**config.mk**
```make
export PLATFORM = sky130hd
export DESIGN_NAME = icsri_loader
export DESIGN_NICKNAME = d
export VERILOG_FILES = /design/src/hdl/icsri_pkg.sv /design/src/hdl/icsri_stream_if.sv /design/src/hdl/icsri_pair_buf.sv /design/src/hdl/icsri_loader.sv
export VERILOG_INCLUDE_DIRS = /design/src /design/src/hdl
export SDC_FILE = /design/constraint.sdc
export NUM_CORES = 1
export LEC_CHECK = 0
export ABC_AREA = 1
export BUFFER_PORTS_ARGS = -buffer_cell sky130_fd_sc_hd__clkbuf_2
export CAP_MARGIN = 30
export CORE_UTILIZATION = 60
export DETAILED_ROUTE_END_ITERATION = 12
export GPL_ROUTABILITY_DRIVEN = 1
export PLACE_DENSITY = 0.81
export SYNTH_ARGS = -nofsm -noshare
export SYNTH_HDL_FRONTEND = slang
export SYNTH_SLANG_ARGS = --single-unit
```
**constraint.sdc**
```tcl
create_clock -name mclk -period 19.84 [get_ports mclk]
set_clock_uncertainty 0.05 [all_clocks]
set_input_delay 1.984 -clock mclk [delete_from_list [all_inputs] [get_ports mclk]]
set_output_delay 1.984 -clock mclk [all_outputs]
set_load 0.01 [all_outputs]
```
**src/hdl/icsri_map.svh**
```systemverilog
// Constants for the cache init loader: strap codes, timing and sizes.
// Assumes inclusion by bare name from package and modules.
`ifndef ICSRI_MAP_SVH
`define ICSRI_MAP_SVH
`define ICSRI_STRAP_W 3
`define ICSRI_STRAP_ROM 3'h0
`define ICSRI_STRAP_OFF 3'h1
`define ICSRI_STRAP_EARLY_MASK 3'h3
`define ICSRI_WORD_W 32
`define ICSRI_ADDR_W 11
`define ICSRI_ROM_WORDS 11'h7ff
`define ICSRI_BIT_CNT_W 5
`define ICSRI_ROM_HALF_NS 40
`define ICSRI_CLK_NS 10
`define ICSRI_ROM_HALF_CYC ((`ICSRI_ROM_HALF_NS + `ICSRI_CLK_NS - 1) / `ICSRI_CLK_NS)
`define ICSRI_ROM_RST_NS 200
`define ICSRI_ROM_RST_CYC ((`ICSRI_ROM_RST_NS + `ICSRI_CLK_NS - 1) / `ICSRI_CLK_NS)
`define ICSRI_TMR_W 8
`define ICSRI_DIV_W 4
`define ICSRI_DIV_RATIO 4'h4
`define ICSRI_BUF_DEPTH 2
`endif

```
**src/hdl/icsri_pkg.sv**
```systemverilog
// Types for the cache init loader.
// Assumes icsri_map.svh is on the include path.
`include "icsri_map.svh"
package icsri_pkg;
  typedef enum logic [2:0] {
    ICSRI_IDLE = 3'h0,
    ICSRI_ROMRST = 3'h1,
    ICSRI_LOW = 3'h3,
    ICSRI_HIGH = 3'h2,
    ICSRI_PUSH = 3'h6,
    ICSRI_DONE = 3'h7,
    ICSRI_OFF = 3'h5,
    ICSRI_RSVD = 3'h4
  } icsri_state_e;
  typedef logic [`ICSRI_WORD_W-1:0] icsri_word_t;
  typedef logic [`ICSRI_ADDR_W-1:0] icsri_addr_t;
  typedef struct packed {
    icsri_addr_t addr;
    icsri_word_t data;
  } icsri_entry_s;
endpackage

```
**src/hdl/icsri_stream_if.sv**
```systemverilog
// Word stream from the serial shifter to the two-entry buffer.
// Assumes one clock shared by both ends.
`timescale 1ns/1ps
interface icsri_stream_if;
  import icsri_pkg::*;
  icsri_entry_s entry;
  logic valid;
  logic ready;
  modport src (output entry, output valid, input ready);
  modport snk (input entry, input valid, output ready);
endinterface // icsri_stream_if

```
**src/hdl/icsri_pair_buf.sv**
```systemverilog
// Two-entry buffer between the shifter and the cache write port.
// Assumes the shifter holds valid until ready; outEntry_q and outValid_q are flops, ready is combinational.
`timescale 1ns/1ps
`include "icsri_map.svh"
module icsri_pair_buf
  import icsri_pkg::*;
(
  input wire logic mclk,
  input wire logic sys_rst,
  input wire logic flush,
  icsri_stream_if.snk inPort,
  output icsri_entry_s outEntry_q,
  output logic outValid_q,
  input wire logic outReady
);
  icsri_entry_s store_q [`ICSRI_BUF_DEPTH];
  logic [1:0] count_q;
  logic wrPtr_q;
  logic rdPtr_q;
  logic doWr;
  logic doRd;

  // Ready only while a slot is free, so a stalled drain fills and stalls the shifter
  assign inPort.ready = (count_q != 2'h2) && !flush;
  assign doWr = inPort.valid && inPort.ready;
  assign doRd = outValid_q && outReady;

  always_ff @(posedge mclk or posedge sys_rst) begin
    if (sys_rst) begin
      store_q[0] <= '0;
      store_q[1] <= '0;
      wrPtr_q <= 1'b0;
    end else if (flush) begin
      wrPtr_q <= 1'b0;
    end else if (doWr) begin
      store_q[wrPtr_q] <= inPort.entry;
      wrPtr_q <= ~wrPtr_q;
    end
  end

  always_ff @(posedge mclk or posedge sys_rst) begin
    if (sys_rst) begin
      count_q <= 2'h0;
      rdPtr_q <= 1'b0;
    end else if (flush) begin
      count_q <= 2'h0;
      rdPtr_q <= 1'b0;
    end else begin
      count_q <= count_q + {1'b0, doWr} - {1'b0, doRd};
      if (doRd) begin
        rdPtr_q <= ~rdPtr_q;
      end
    end
  end

  // Output register shows the head entry; refilled the cycle after a pop
  always_ff @(posedge mclk or posedge sys_rst) begin
    if (sys_rst) begin
      outValid_q <= 1'b0;
      outEntry_q <= '0;
    end else if (flush) begin
      outValid_q <= 1'b0;
    end else if (!outValid_q || doRd) begin
      outValid_q <= (count_q - {1'b0, doRd}) != 2'h0 && !(doRd && count_q == 2'h1);
      outEntry_q <= doRd ? store_q[~rdPtr_q] : store_q[rdPtr_q];
    end
  end
endmodule // icsri_pair_buf

```
**src/hdl/icsri_loader.sv**
```systemverilog
// Top of the reset-time instruction cache loader.
// Assumes all pins synchronous to mclk and a cache write port with ready.
`timescale 1ns/1ps
`include "icsri_map.svh"
module icsri_loader
  import icsri_pkg::*;
(
  input wire logic mclk,
  input wire logic sys_rst,
  input wire logic chipResetN,
  input wire logic laterPart,
  input wire logic [`ICSRI_STRAP_W-1:0] cacheInitSelect,
  output logic romOutputEnableN_q,
  output logic romBitClock_q,
  input wire logic romSerialIn,
  input wire logic supplyGoodClockSwitch,
  output logic clockSelExternal_q,
  input wire logic sysclkDividerClear,
  output logic sysClkOut_q,
  output logic cacheEnabled_q,
  output logic loadDone_q,
  output logic modeReserved_q,
  output icsri_entry_s cacheWrEntry_q,
  output logic cacheWrValid_q,
  input wire logic cacheWrReady
);
  icsri_state_e state_q;
  logic [`ICSRI_STRAP_W-1:0] strap_q;
  logic [`ICSRI_TMR_W-1:0] timer_q;
  logic [`ICSRI_BIT_CNT_W-1:0] bitCnt_q;
  icsri_word_t shift_q;
  icsri_addr_t addr_q;
  logic [`ICSRI_DIV_W-1:0] divCnt_q;
  logic [`ICSRI_STRAP_W-1:0] effStrap;
  logic timerDone;
  logic inReset;
  icsri_stream_if wordLink ();
  logic [1:0] pending_q;
  logic wordPush;
  logic wordPop;

  assign inReset = !chipResetN;
  assign timerDone = (timer_q == '0);

  // Later part decodes all three bits
  assign effStrap = laterPart ? strap_q : (strap_q & `ICSRI_STRAP_EARLY_MASK);

  always_ff @(posedge mclk or posedge sys_rst) begin
    if (sys_rst) begin
      strap_q <= '0;
    end else if (inReset) begin
      strap_q <= cacheInitSelect;
    end
  end

  always_ff @(posedge mclk or posedge sys_rst) begin
    if (sys_rst) begin
      state_q <= ICSRI_IDLE;
    end else if (inReset) begin
      state_q <= ICSRI_IDLE;
    end else begin
      case (state_q)
        ICSRI_IDLE: begin
          if (effStrap == `ICSRI_STRAP_ROM) begin
            state_q <= ICSRI_ROMRST;
          end else if (effStrap == `ICSRI_STRAP_OFF) begin
            state_q <= ICSRI_OFF;
          end else begin
            state_q <= ICSRI_RSVD;
          end
        end
        ICSRI_ROMRST: begin
          if (timerDone) begin
            state_q <= ICSRI_LOW;
          end
        end
        ICSRI_LOW: begin
          if (timerDone) begin
            state_q <= ICSRI_HIGH;
          end
        end
        ICSRI_HIGH: begin
          if (timerDone) begin
            state_q <= (bitCnt_q == '1) ? ICSRI_PUSH : ICSRI_LOW;
          end
        end
        ICSRI_PUSH: begin
          // Stalls here while the buffer is full
          if (wordLink.ready) begin
            state_q <= (addr_q == `ICSRI_ROM_WORDS) ? ICSRI_DONE : ICSRI_LOW;
          end
        end
        ICSRI_DONE: state_q <= ICSRI_DONE;
        ICSRI_OFF: state_q <= ICSRI_OFF;
        ICSRI_RSVD: state_q <= ICSRI_RSVD;
        default: state_q <= ICSRI_IDLE;
      endcase
    end
  end

  // Phase timer for ROM reset and bit clock halves
  always_ff @(posedge mclk or posedge sys_rst) begin
    if (sys_rst) begin
      timer_q <= '0;
    end else if (inReset || state_q == ICSRI_IDLE) begin
      timer_q <= `ICSRI_TMR_W'(`ICSRI_ROM_RST_CYC - 1);
    end else if (state_q == ICSRI_PUSH) begin
      // Held through a stall so the next low phase is never short
      timer_q <= `ICSRI_TMR_W'(`ICSRI_ROM_HALF_CYC - 1);
    end else if (!timerDone) begin
      timer_q <= timer_q - `ICSRI_TMR_W'(1);
    end else if (state_q == ICSRI_ROMRST || state_q == ICSRI_LOW || state_q == ICSRI_HIGH) begin
      timer_q <= `ICSRI_TMR_W'(`ICSRI_ROM_HALF_CYC - 1);
    end
  end

  always_ff @(posedge mclk or posedge sys_rst) begin
    if (sys_rst) begin
      romOutputEnableN_q <= 1'b1;
    end else begin
      // Chip reset raises it at once, so the ROM is reset with the loader
      romOutputEnableN_q <= inReset || !(state_q == ICSRI_LOW || state_q == ICSRI_HIGH || state_q == ICSRI_PUSH);
    end
  end

  // Bit clock high idles, low phase advances ROM
  always_ff @(posedge mclk or posedge sys_rst) begin
    if (sys_rst) begin
      romBitClock_q <= 1'b1;
    end else begin
      romBitClock_q <= inReset || (state_q != ICSRI_LOW);
    end
  end

  // Sample bit at end of high phase
  always_ff @(posedge mclk or posedge sys_rst) begin
    if (sys_rst) begin
      shift_q <= '0;
      bitCnt_q <= '0;
    end else if (inReset || state_q == ICSRI_IDLE) begin
      bitCnt_q <= '0;
    end else if (state_q == ICSRI_HIGH && timerDone) begin
      shift_q <= {shift_q[`ICSRI_WORD_W-2:0], romSerialIn};
      bitCnt_q <= bitCnt_q + `ICSRI_BIT_CNT_W'(1);
    end
  end

  // Cache address steps once per accepted word
  always_ff @(posedge mclk or posedge sys_rst) begin
    if (sys_rst) begin
      addr_q <= '0;
    end else if (inReset || state_q == ICSRI_IDLE) begin
      addr_q <= '0;
    end else if (state_q == ICSRI_PUSH && wordLink.ready) begin
      addr_q <= addr_q + `ICSRI_ADDR_W'(1);
    end
  end

  assign wordLink.valid = (state_q == ICSRI_PUSH);
  assign wordLink.entry = '{addr: addr_q, data: shift_q};

  icsri_pair_buf u_buf (
    .mclk(mclk),
    .sys_rst(sys_rst),
    .flush(inReset),
    .inPort(wordLink.snk),
    .outEntry_q(cacheWrEntry_q),
    .outValid_q(cacheWrValid_q),
    .outReady(cacheWrReady)
  );

  assign wordPush = wordLink.valid && wordLink.ready;
  assign wordPop = cacheWrValid_q && cacheWrReady;

  // Words still in flight; valid alone dips while the buffer head reloads
  always_ff @(posedge mclk or posedge sys_rst) begin
    if (sys_rst) begin
      pending_q <= 2'h0;
    end else if (inReset) begin
      pending_q <= 2'h0;
    end else begin
      pending_q <= pending_q + {1'b0, wordPush} - {1'b0, wordPop};
    end
  end

  // Status shows the mode chosen at release
  always_ff @(posedge mclk or posedge sys_rst) begin
    if (sys_rst) begin
      cacheEnabled_q <= 1'b0;
      loadDone_q <= 1'b0;
      modeReserved_q <= 1'b0;
    end else begin
      cacheEnabled_q <= !inReset && (state_q == ICSRI_DONE) && (pending_q == 2'h0);
      loadDone_q <= !inReset && ((state_q == ICSRI_DONE && pending_q == 2'h0) || state_q == ICSRI_OFF);
      modeReserved_q <= !inReset && (state_q == ICSRI_RSVD);
    end
  end

  always_ff @(posedge mclk or posedge sys_rst) begin
    if (sys_rst) begin
      clockSelExternal_q <= 1'b0;
    end else begin
      clockSelExternal_q <= supplyGoodClockSwitch;
    end
  end

  always_ff @(posedge mclk or posedge sys_rst) begin
    if (sys_rst) begin
      divCnt_q <= '0;
      sysClkOut_q <= 1'b0;
    end else if (laterPart && sysclkDividerClear) begin
      divCnt_q <= '0;
      sysClkOut_q <= 1'b0;
    end else if (divCnt_q == `ICSRI_DIV_RATIO - `ICSRI_DIV_W'(1)) begin
      divCnt_q <= '0;
      sysClkOut_q <= ~sysClkOut_q;
    end else begin
      divCnt_q <= divCnt_q + `ICSRI_DIV_W'(1);
    end
  end
endmodule // icsri_loader

```
Word-level counts from Yosys, hierarchy flattened
Index checks and enable logic that the tools add are counted.
Cells by class
  add/subtract/negate cells: 9
  order comparisons: 4
  equal/unequal tests: 22
  muxes and demuxes: 41
  bitwise gates (word level): 7
  reductions and logical operators: 38
Operators by type and width (number)
  $mux W43: 8
  $bwmux W86: 1
  $demux W43 S1: 1
  $mux W8: 4
  $mux W3: 9
  $pmux W3 S8: 1
  $mux W11: 2
  $logic_and A1 B1 Y1: 13
  $eq A3 B3 Y1 const B: 4
  $ne A3 B3 Y1 const B: 4
  $add A11 B1 Y11 const B: 1
  $eq A11 B11 Y1 const B: 1
  $mux W5: 2
  $logic_or A1 B1 Y1: 9
  $mux W1: 9
  $logic_not A8 Y1: 1
  $mux W4: 2
  $reduce_bool A2 Y1: 4
  $sub A8 B1 Y8 const B: 1
  $eq A3 B1 Y1 const B: 2
  $eq A3 B2 Y1 const B: 2
  $ge A2 B2 Y1 const B: 3
  $logic_not A3 Y1: 2
  $ne A2 B1 Y1 const B: 3
  18 further kinds: 32
Word-level totals
  bits in registers: 209
  logic and storage cells: 146

Logic depth before layout (Yosys ltp)
  word-level depth: 7
  mapped depth: 10

Cells and area by module
Synthesis repeated with hierarchy kept, for this count alone.
Second synthesis, totals
  cells, all modules: 1371
  area, all modules: 10385.0 um^2
Modules (own cells, without submodules)
  icsri_pair_buf: instances 1, cells an instance 953, area an instance 6821.5 um^2, seq. area each 3353.2 um^2
  icsri_loader: instances 1, cells an instance 418, area an instance 3563.4 um^2, seq. area each 1879.3 um^2

Worst setup path after synthesis
No wires, ideal clock.
  path type: input to register
  start point: input chipResetN
  end point: register u_buf.store_q[1] in the netlist's numbering
  arrival: 2.955 ns
  required time: 19.660 ns
  path slack: 16.705 ns
  cell stages on the path: 8
  path through: buf_4 nand2_1 nor3_1 nand2_1 buf_2 buf_2 nand2_1 o21ai_0
On the way
  longest elaborated chain between the ends: 3
RTL lines
  start, declared: line icsri_loader.sv:10  | input wire logic chipResetN,
  $logic_and A1 B1 Y1: line icsri_pair_buf.sv:24  | assign inPort.ready = (count_q != 2'h2) && !flush;
  $logic_and A1 B1 Y1: line icsri_pair_buf.sv:25  | assign doWr = inPort.valid && inPort.ready;
  $reduce_and A2 Y1 (no source line) (*)
  end signal, assigned by index: line icsri_pair_buf.sv:36  | store_q[wrPtr_q] <= inPort.entry;
  end, declared: line icsri_pair_buf.sv:16  | icsri_entry_s store_q [`ICSRI_BUF_DEPTH];
Every way passes the cells marked *; elsewhere a longest branch is shown, timed or not.
A chain may end at the register's enable or synchronous reset.

Final worst setup path
Same ends and word-level chain as after synthesis.

==> impl_metrics.json <==
{
  "yosysTopAreaCell": "dfrtp_1",
  "final.fill_count": 1047,
  "holdWs_ns": 0.420,
  "post_cts_buffers": 0,
  "final-setup-viol-count": 0,
  "antenna_found_initial": 0,
  "slew_headroom": 0.390,
  "fin_setup_tns_ns": 0,
  "peakVddDrop_v": 0.0000641,
  "dp.cells": 1156,
  "placed_cell_area_um2": 9060,
  "power_frac_clock": 0.385,
  "top_usage_layer": "met2",
  "finalHoldViolations": 0,
  "cts_tree": "done",
  "layoutNonFillerInstCount": 1194,
  "power.density_nw_per_um2": 109,
  "first_iter_violations": 567,
  "grt_pass1_wl_um": 28600,
  "intPower_uw": 765,
  "netlist_area_um2": 8690,
  "synth-edff-count": 0,
  "cts_sinks": 209,
  "grt_max_degree": 138,
  "insertion_delay_ns": 0.49,
  "drive_gt1_frac": 0.128,
  "cts_made_buffers": 21,
  "fin_area_um2": 9820,
  "leakagePower_uw": 0.00448,
  "avgSynthCellArea_um2": 9.09,
  "holdBufCountCts": 0,
  "firstDrtPassIters": 7,
  "power_frac_seq": 0.448,
  "dpl.hpwl_um": 9760,
  "slew_viol_final": 0,
  "grt_use_met2": 0.380,
  "place_congestion": 0.850,
  "track_usage": 0.238,
  "rows": 43,
  "hp-class": "reg2reg",
  "dieWidth_um": 122,
  "critPathArrivalTime_ns": 4.36,
  "tightest_slew_ns": 0.914,
  "p_sw_uw": 308,
  "cts_max_level": 1,
  "die-area_um2": 15000,
  "diodes": 0,
  "crit_type": "in2reg",
  "p_sw_frac": 0.287,
  "synthesis.nets": 979,
  "drc": 0,
  "crit_slowest_cell": "nor3_1",
  "syn_inst": 957,
  "ys.flop_type": "dfrtp_1",
  "synth_warnings": 0,
  "use_met1": 0.340,
  "drt-total-wl_um": 17200,
  "final_cell_mix": "nand2_1 (274), dfrtp_1 (207), o21ai_0 (88)",
  "synth.distinct_cells": 35,
  "clk_pin_slew_ns": 0.06,
  "cts-root-buf": "clkbuf_16",
  "finalPower_uw": 1070,
  "maxCapViolCount": 0,
  "period_minus_slack_ns": 4.07,
  "outcome": "completed",
  "cp.required_ns": 20.13,
  "cp-end-kind": "flop",
  "postCtsResizedCells": 0,
  "syn_to_final_growth_pct": 12.9,
  "layout_commonest_cell": "nand2_1",
  "final_antenna_net_count": 0,
  "grt_pass1_vias": 6093,
  "start_util": 0.622,
  "ioPinCount": 62,
  "die_h_um": 122,
  "avgRoutedWirePerCell_um": 14.4,
  "vias": 6582,
  "ys_seq_area_frac": 0.602,
  "coreArea_um2": 14000,
  "cpMostUsedCell": "nand2_1",
  "yosysTopAreaCellShare": 0.596,
  "crit_chain": "clkbuf_2 > nand2_1 > nor3_1 > buf_2 > nand2_2 > buf_4 > nand2_1 > o21ai_0",
  "grt_use_met3": 0.0339,
  "crit_fanout": 52,
  "netlist_top_cells_area": "dfrtp_1 (60%), nand2_1 (12%), o21ai_0 (5.1%), nor2_1 (3.3%), a31oi_1 (3.1%)",
  "grt_setup_unrepaired": "no",
  "cp-start-kind": "primary input",
  "clk_path_buf_depth": 3,
  "slowest_delay_ns": 0.67,
  "fin_crit_sh": 0.205,
  "routed_via_density": 5.51,
  "synth_seq_cells": 209,
  "clock.fmax_mhz": 246,
  "io_buffers": 61,
  "final_nets": 1022,
  "async_flop_share": 1.00,
  "grt_remaining_overflow": 0,
  "comb_power_share": 0.166
}
[power groups by stage]
stage / Combinational, uW / Sequential (uW) / Clock, uW
6_report: 178 / 481 / 414
5_1_grt: 200 / 485 / 437
3_5_place_dp: 177 / 489 / 0
3_3_place_gp: 174 / 488 / 0
2_1_floorplan: 120 / 491 / 0
4_1_cts: 178 / 481 / 420
[stage by stage]
step	util	worst slack (ns)
2_1_floorplan	-	12.10
3_3_place_gp	0.647	15.13
3_5_place_dp	0.648	15.41
4_1_cts	0.700	15.84
5_1_grt	0.702	15.57
6_report	0.702	15.77
[cell usage after synthesis (4+ instances only)]
cell type and instances:
o21ai_1 44, clkbuf_1 20, nor2_1 76, ha_1 11
dfrtp_1 207, nand2_1 275, a21oi_1 10, inv_2 4
nand4_1 7, xnor2_1 4, nand2_2 4, o21ai_2 4
nand3_1 25, inv_1 71, buf_2 22, nor3_1 12
buf_6 4, a31oi_1 43, xor2_1 6, o21ai_0 88
[layout make-up]
type	count	area, um^2	share of cell area
clock buffer	27	598	0.0609
clock inverter	10	131	0.0134
inverter	75	289	0.0294
multi-input combinational	624	2960	0.301
sequential	209	5230	0.533
tap	180	225	0.0229
timing repair buffer	69	383	0.0390
[metal layers]
metal  up-vias  share of wire
met5         -              0
met2       197           0.47
met4         0          0.019
met1      3160           0.47
li1       3195              -
met3        30          0.048
[worst max-delay path: cells and delay by family]
kind / cells / cell delay (ns)
buffers and inverters: 3 / 0.95
and+or+nand+nor: 4 / 1.28
AOI/OAI and AO/OA: 1 / 0.12
[cells by family after synthesis]
family                     count (synthesis)  synth area share
and+or+nand+nor                          408             0.188
DFF                                      209             0.602
AOI/OAI and AO/OA                        194             0.121
buffers and inverters                    124            0.0609
xor gates and xnor gates                  11            0.0119
adders and majority gates                 11            0.0158
[state kept, by name, summed over array words and instances (netlist names), 2 cells and up]
name and flops:
addr_q 11, bitCnt_q 5, divCnt_q 4, pending_q 2, shift_q 32, state_q 3
strap_q 3, timer_q 8, u_buf.count_q 2, u_buf.outEntry_q 43, u_buf.store_q 86
[final timing paths]
kind	startpoint	endpoint	slack [ns]	cells after the start
worst max register to register	state_q[0]	u_buf.store_q[1]	16.97	8
min in group asynchronous	sys_rst	clockSelExternal_q	1.61	3
worst min register to register	divCnt_q[0]	divCnt_q[0]	0.42	1
worst max-delay path	chipResetN	u_buf.store_q[1]	15.77	8
max in group asynchronous	sys_rst	u_buf.store_q[8]	16.74	4
worst min-delay path	divCnt_q[0]	divCnt_q[0]	0.42	1
(Power assumes the default switching activity.)
